[config.mk]
export PLATFORM = sky130hd
export DESIGN_NAME = power_mgmt_config_regs
export DESIGN_NICKNAME = d
export VERILOG_FILES = /design/src/verilog/power_mgmt_pkg.sv /design/src/verilog/power_mgmt_config_regs.sv
export VERILOG_INCLUDE_DIRS = /design/src /design/src/verilog
export SDC_FILE = /design/constraint.sdc
export NUM_CORES = 1
export LEC_CHECK = 0
export ABC_AREA = 1
export ABC_CLOCK_PERIOD_IN_PS = 2100
export CORE_ASPECT_RATIO = 2
export CORE_MARGIN = 4
export CORE_UTILIZATION = 55
export CTS_BUF_LIST = sky130_fd_sc_hd__clkbuf_4
export DETAILED_ROUTE_END_ITERATION = 8
export DONT_BUFFER_PORTS = 1
export PLACE_DENSITY = 0.7
export SLEW_MARGIN = 20
export SYNTH_ARGS = -nofsm -noshare
export SYNTH_HDL_FRONTEND = slang
export SYNTH_SLANG_ARGS = --single-unit
[constraint.sdc]
create_clock -name clk -period 2.1 [get_ports clk]
set_clock_uncertainty 0.1 [all_clocks]
set_input_delay 0.42 -clock clk [delete_from_list [all_inputs] [get_ports clk]]
set_output_delay 0.42 -clock clk [all_outputs]
set_load 0.02 [all_outputs]
[src/verilog/power_mgmt_map.svh]
// register offsets, field positions and reset values of the power-management bank
`ifndef POWER_MGMT_MAP_SVH
`define POWER_MGMT_MAP_SVH
`define PM_OFF_IRQ_ENABLE     8'hec
`define PM_OFF_IRQ_FLAGS      8'hf8
`define PM_OFF_PERIPHERAL_CONFIG_STATUS         8'hf4
`define PM_OFF_BATTERY        8'hf5
`define PM_OFF_SCRATCH_ONE    8'hfb
`define PM_OFF_SCRATCH_TWO    8'hfc
`define PM_OFF_SCRATCH_THREE  8'hfd
`define PM_BIT_RESTORED       7
`define PM_BIT_SAG            5
`define PM_BIT_DCIN_CONV      3
`define PM_BIT_BATTERY_MON    2
`define PM_BIT_SWITCHOVER     1
`define PM_BIT_DCIN_LOW       0
`define PM_BIT_RX_WAKE        7
`define PM_BIT_RAIL_SOURCE    6
`define PM_BIT_MAIN_READY     5
`define PM_BIT_PLL_FAULT      4
`define PM_BIT_SLEEP_REF      3
`define PM_IRQ_EN_MASK        8'hef
`define PM_RST_IRQ_ENABLE     8'h00
`define PM_RST_SWITCHOVER     2'h0
`define PM_RST_RX_FUNCTION    2'h0
`define PM_RST_SCRATCH        8'h00
`endif

[src/verilog/power_mgmt_pkg.sv]
// types of the power-management bank
package power_mgmt_pkg;
    typedef enum logic [1:0] {
        SW_MAIN_LOW,
        SW_MAIN_OR_DCIN_LOW,
        SW_OFF_A,
        SW_OFF_B
    } switchover_mode_t;
    typedef enum logic [1:0] {
        RX_GPIO,
        RX_SERIAL,
        RX_GPIO_ALT,
        RX_SERIAL_WAKE
    } receive_pin_function_t;
endpackage : power_mgmt_pkg
[src/verilog/power_mgmt_config_regs.sv]
// power-management special function registers
// Contract
// - mode 00 main-low switchover, 01 main or dcin low, 1X none; reset 00.
// - receive-wake flag bit 7 set on rx-edge wake from deep sleep.
// - bit 6 reads 1 on main supply, 0 on battery; reset 1.
// - bit 5 reads 1 when main supply ready; follows main_ready live, no reset value.
// - pll fault bit 4 set on lock loss, cleared by fault acknowledge.
// - bit 3 keeps voltage reference enabled in deep sleep.
// - receive-pin field 00 gpio, 01 rx no wake, 11 rx with wake.
// - enable bit 7 gates supply-restored flag onto interrupt; reset 0.
// - enable bit 5 gates sag flag onto interrupt; reset 0.
// - enable bit 3 gates dc-input converter flag onto interrupt.
// - enable bit 2 gates battery monitor flag onto interrupt.
// - enable bit 1 gates switchover flag onto interrupt.
// - enable bit 0 gates dc-input low flag onto interrupt.
// - three scratch registers read/write, reset zero, kept in sleep modes.
// - flag register bit positions match the enable bits.
// - switchover disabled keeps the rail on main supply.
// - switch to battery on main low, or dcin low when chosen.
`timescale 1ns/1ps
`default_nettype none
`include "power_mgmt_map.svh"
module power_mgmt_config_regs (
    input  wire logic                                  clk,
    input  wire logic                                  resetn,
    input  wire logic [7:0]                            sfr_addr,
    input  wire logic                                  sfr_wr,
    input  wire logic [7:0]                            sfr_wdata,
    output logic      [7:0]                            sfr_rdata,
    input  wire logic                                  main_low,
    input  wire logic                                  dcin_low,
    input  wire logic                                  main_ready,
    input  wire logic                                  pll_lock_lost,
    input  wire logic                                  pll_fault_ack,
    input  wire logic                                  rx_wake_event,
    input  wire logic [7:0]                            power_irq_flags,
    output var power_mgmt_pkg::switchover_mode_t       switchover_mode,
    output var power_mgmt_pkg::receive_pin_function_t  receive_pin_function,
    output logic                                       rail_source,
    output logic                                       sleep_reference_enable,
    output logic                                       rx_is_serial,
    output logic                                       rx_wake_enable,
    output logic                                       power_irq
);
    import power_mgmt_pkg::*;

    logic [7:0]              irq_en_q, irq_en_d;
    switchover_mode_t        sw_mode_q, sw_mode_d;
    receive_pin_function_t   rx_fn_q, rx_fn_d;
    logic                    rx_flag_q, rx_flag_d;
    logic                    pll_fault_q, pll_fault_d;
    logic                    sleep_ref_q, sleep_ref_d;
    logic                    rail_main_q, rail_main_d;
    logic [7:0]              scr1_q, scr1_d;
    logic [7:0]              scr2_q, scr2_d;
    logic [7:0]              scr3_q, scr3_d;

    function automatic logic hit(input logic [7:0] a, input logic [7:0] off);
        hit = (a == off);
    endfunction : hit

    logic wr_peripheral_config_status;
    assign wr_peripheral_config_status = sfr_wr && hit(sfr_addr, `PM_OFF_PERIPHERAL_CONFIG_STATUS);

    // register writes and hardware-set status
    always_comb begin
        irq_en_d    = irq_en_q;
        sw_mode_d   = sw_mode_q;
        rx_fn_d     = rx_fn_q;
        sleep_ref_d = sleep_ref_q;
        scr1_d      = scr1_q;
        scr2_d      = scr2_q;
        scr3_d      = scr3_q;
        if (sfr_wr) begin
            if (hit(sfr_addr, `PM_OFF_IRQ_ENABLE))
                irq_en_d = sfr_wdata & `PM_IRQ_EN_MASK;
            if (hit(sfr_addr, `PM_OFF_BATTERY))
                sw_mode_d = switchover_mode_t'(sfr_wdata[1:0]);
            if (hit(sfr_addr, `PM_OFF_SCRATCH_ONE))
                scr1_d = sfr_wdata;
            if (hit(sfr_addr, `PM_OFF_SCRATCH_TWO))
                scr2_d = sfr_wdata;
            if (hit(sfr_addr, `PM_OFF_SCRATCH_THREE))
                scr3_d = sfr_wdata;
        end
        if (wr_peripheral_config_status) begin
            sleep_ref_d = sfr_wdata[`PM_BIT_SLEEP_REF];
            rx_fn_d     = receive_pin_function_t'(sfr_wdata[1:0]);
        end
        // flag set wins over a write clearing it
        rx_flag_d = rx_flag_q;
        if (wr_peripheral_config_status && !sfr_wdata[`PM_BIT_RX_WAKE])
            rx_flag_d = 1'b0;
        if (rx_wake_event && rx_fn_q == RX_SERIAL_WAKE)
            rx_flag_d = 1'b1;
        pll_fault_d = pll_fault_q;
        if (pll_fault_ack)
            pll_fault_d = 1'b0;
        if (pll_lock_lost)
            pll_fault_d = 1'b1;
        // rail source follows switchover mode and supply comparators
        case (sw_mode_q)
            SW_MAIN_LOW:         rail_main_d = !main_low;
            SW_MAIN_OR_DCIN_LOW: rail_main_d = !(main_low || dcin_low);
            default:             rail_main_d = 1'b1;
        endcase
    end

    always_ff @(posedge clk) begin
        if (!resetn) begin
            irq_en_q    <= `PM_RST_IRQ_ENABLE;
            sw_mode_q   <= switchover_mode_t'(`PM_RST_SWITCHOVER);
            rx_fn_q     <= receive_pin_function_t'(`PM_RST_RX_FUNCTION);
            rx_flag_q   <= 1'b0;
            pll_fault_q <= 1'b0;
            sleep_ref_q <= 1'b0;
            rail_main_q <= 1'b1;
            scr1_q      <= `PM_RST_SCRATCH;
            scr2_q      <= `PM_RST_SCRATCH;
            scr3_q      <= `PM_RST_SCRATCH;
        end else begin
            irq_en_q    <= irq_en_d;
            sw_mode_q   <= sw_mode_d;
            rx_fn_q     <= rx_fn_d;
            rx_flag_q   <= rx_flag_d;
            pll_fault_q <= pll_fault_d;
            sleep_ref_q <= sleep_ref_d;
            rail_main_q <= rail_main_d;
            scr1_q      <= scr1_d;
            scr2_q      <= scr2_d;
            scr3_q      <= scr3_d;
        end
    end

    // read data registered; main-ready mirrored live
    logic [7:0] rdata_d, rdata_q, peripheral_config_status_val;
    always_comb begin
        peripheral_config_status_val = 8'h00;
        peripheral_config_status_val[`PM_BIT_RX_WAKE]     = rx_flag_q;
        peripheral_config_status_val[`PM_BIT_RAIL_SOURCE] = rail_main_q;
        peripheral_config_status_val[`PM_BIT_MAIN_READY]  = main_ready;
        peripheral_config_status_val[`PM_BIT_PLL_FAULT]   = pll_fault_q;
        peripheral_config_status_val[`PM_BIT_SLEEP_REF]   = sleep_ref_q;
        peripheral_config_status_val[1:0]                 = rx_fn_q;
        case (sfr_addr)
            `PM_OFF_IRQ_ENABLE:    rdata_d = irq_en_q;
            `PM_OFF_IRQ_FLAGS:     rdata_d = power_irq_flags & `PM_IRQ_EN_MASK;
            `PM_OFF_PERIPHERAL_CONFIG_STATUS:        rdata_d = peripheral_config_status_val;
            `PM_OFF_BATTERY:       rdata_d = {6'h00, sw_mode_q};
            `PM_OFF_SCRATCH_ONE:   rdata_d = scr1_q;
            `PM_OFF_SCRATCH_TWO:   rdata_d = scr2_q;
            `PM_OFF_SCRATCH_THREE: rdata_d = scr3_q;
            default:               rdata_d = 8'h00;
        endcase
    end

    always_ff @(posedge clk) begin
        if (!resetn)
            rdata_q <= 8'h00;
        else
            rdata_q <= rdata_d;
    end

    logic [7:0] irq_hits;
    // enabled flags raise the request
    assign irq_hits = power_irq_flags & irq_en_q;
    assign power_irq = |irq_hits;
    assign sfr_rdata = rdata_q;
    assign switchover_mode = sw_mode_q;
    assign receive_pin_function = rx_fn_q;
    assign rail_source = rail_main_q;
    assign sleep_reference_enable = sleep_ref_q;
    assign rx_is_serial = (rx_fn_q == RX_SERIAL) || (rx_fn_q == RX_SERIAL_WAKE);
    assign rx_wake_enable = (rx_fn_q == RX_SERIAL_WAKE);
endmodule : power_mgmt_config_regs
`default_nettype wire

==> flow_metrics.env <==
export IMPL_ys_seq_area_share_pct=41.2
export IMPL_postLayoutCoreUtil_pct=60.3
export IMPL_slew_headroom_pct=65.0
export IMPL_r2r_slack_ns=0.88
export IMPL_powerDensity_mw_per_mm2=691
export IMPL_clkSlewWorstSetupHoldPaths_ns=0.14
export IMPL_synth_top_area_share_pct=41.2
export IMPL_grt_pass1_vias=1725
export IMPL_critPathKind="reg2out"
export IMPL_grt_max_degree=39
export IMPL_period_needed_ns=1.95
export IMPL_hold_class="in2reg"
export IMPL_floorplan_initialDensity_pct=58.2
export IMPL_finalSetupTns_ns=0
export IMPL_first_pass_iters=4
export IMPL_grt_use_total_pct=20.2
export IMPL_fin_nets=330
export IMPL_cts_buffers=5
export IMPL_nFillCells=378
export IMPL_multi_input_area_mm2=0.00105
export IMPL_drv_slew=0
export IMPL_syn_cell_area_mm2=0.00228
export IMPL_post_drt_wl_per_cell_um=14.2
export IMPL_synth_nets=334
export IMPL_synth_seq_cells=47
export IMPL_insertion_delay_ns=0.35
export IMPL_power_total_mw=1.63
export IMPL_ctsResizeCount=0
export IMPL_io_pins=50
export IMPL_wirelength_um=4970
export IMPL_dieArea_mm2=0.00531
export IMPL_leakagePower_nw=0.887
export IMPL_synth_area_top_cells="dfxtp_1 41%, nand3_1 12%, a21oi_1 9.2%, o21ai_0 7.7%, inv_1 7.4%"
export IMPL_crit_fanout=3
export IMPL_holdBufCountCts=0
export IMPL_worstPathArrival_ns=1.43
export IMPL_num_vias=1874
export IMPL_gp_congestion=0.723
export IMPL_clockRootBuffer="clkbuf_4"
export IMPL_cp_end_kind="output pin"
export IMPL_via_per_inst=5.37
export IMPL_start_kind="flop"
export IMPL_yosysTopAreaCell="dfxtp_1"
export IMPL_yosysWarnings=0
export IMPL_rsz0062_at_grt="false"
export IMPL_synth_area_per_cell_um2=7.59
export IMPL_whs_ns=0.0855
export IMPL_status="completed"
export IMPL_grt_first_pass_wirelength_um=7910
export IMPL_rows=32
export IMPL_reg2reg_to="rx_flag_q"
export IMPL_finalHoldViolations=0
export IMPL_layout_commonest_cell="nand3_1"
export IMPL_dp_slack_ns=0.388
export IMPL_cts_tree="done"
export IMPL_min_from="resetn"
export IMPL_irDropWorstVdd_v=0.000580
export IMPL_diodes=0
export IMPL_fmax_mhz=513
export IMPL_port_buffers=0
export IMPL_cts_setup_buffers=0
export IMPL_final_cell_mix="54 x nand3_1, 47 x dfxtp_1, 45 x inv_1"
export IMPL_worst_pin_slew_ns=0.523
export IMPL_drc=0
export IMPL_postSynthCellCount=301
export IMPL_finalSetupViolations=0
export IMPL_cts_htree_levels=2
export IMPL_final_antenna_net_count=0
export IMPL_fin_ws_ns=0.152
export IMPL_syn2layout_area_growth_pct=3.67
export IMPL_antenna_found_initial=0
export IMPL_drt_iter0_markers=57
export IMPL_timing_final_crit_share_pct=92.8
export IMPL_die_y_um=99.1
export IMPL_drive_above_1_share_pct=9.06
export IMPL_clock_sinks=47
export IMPL_worstPathRequired_ns=1.58
export IMPL_seqCellArea_um2=941
export IMPL_crit_end="power_irq"
export IMPL_ctsLongestPathBuffers=2
export IMPL_core_area_mm2=0.00392
export IMPL_max_cap_viol_count=0
export IMPL_hpwl_um=3650
export IMPL_cp_startpoint="irq_en_q[3]"
export IMPL_ys_types=22
export IMPL_reg2reg_depth=4
export IMPL_die_x_um=53.6
export IMPL_grt_ovfl_total=0
export IMPL_r2r_start="receive_pin_function[1]"
-- layout make-up --
type,count,share of cell area [%]
Tap cell,51,2.70
Inverter,46,7.29
Sequential cell,47,39.7
Multi-Input combinational cell,194,44.3
Timing Repair Buffer,3,1.48
Clock buffer,6,1.90
Clock inverter,2,2.54
-- through the flow --
stage	instance area, um2	cells
finish	2370	349
global route	2370	349
CTS	2370	349
detailed placement	2260	341
global placement	2260	341
floorplan	2280	301
-- where the power goes --
| part | switching [mW] | total [mW] | internal, mW |
|---|---|---|---|
| combinational | 0.0501 | 0.0716 | 0.0215 |
| sequential | 0.00404 | 0.900 | 0.896 |
| clock | 0.279 | 0.664 | 0.385 |
-- synth_stat cells (all sizes together) --
master,count
and2,1
nand3,60
o21ai,38
clkinv,1
nor2,26
clkbuf,5
nand4,1
a21oi,42
dfxtp,47
inv,45
a221oi,1
nand2,25
buf,9
-- layer usage --
| layer | global-route usage (%) | up-vias | share of wire (%) |
|---|---|---|---|
| met5 | 0 | - | 0 |
| met4 | 9.84 | 0 | 3.0 |
| met3 | 4.65 | 10 | 6.2 |
| li1 | - | 985 | - |
| met1 | 22.8 | 820 | 39 |
| met2 | 34.0 | 59 | 52 |
-- worst min path at each step --
| stage | slack [ns] | to | cells after the start |
|---|---|---|---|
| floorplan | 0.32 | scr1_q[0] | 2 |
| global route | 0.06 | irq_en_q[6] | 2 |
| global placement | 0.33 | scr3_q[6] | 2 |
| finish | 0.09 | scr2_q[5] | 2 |
| detailed placement | 0.33 | scr1_q[1] | 2 |
| CTS | 0.06 | scr2_q[3] | 2 |
-- state kept, by name (all words and copies together) (netlist names) --
signal	count
irq_en_q	7
sleep_reference_enable	1
rail_source	1
scr2_q	8
switchover_mode	2
scr1_q	8
pll_fault_q	1
sfr_rdata	8
scr3_q	8
rx_flag_q	1
receive_pin_function	2
-- critical path: stages (launching register included) --
cell and delay (ns):
dfxtp_1 0.35, nand2_1 0.07, nand2_1 0.05, a221oi_1 0.35
nand2_1 0.26
-- logic make-up after synthesis --
group           share of synthesized area [%]
simple gates                             28.1
compound gates                           17.9
buf+inv                                  12.8
flops                                    41.2
Note: power is estimated with default switching activity, not from simulation.
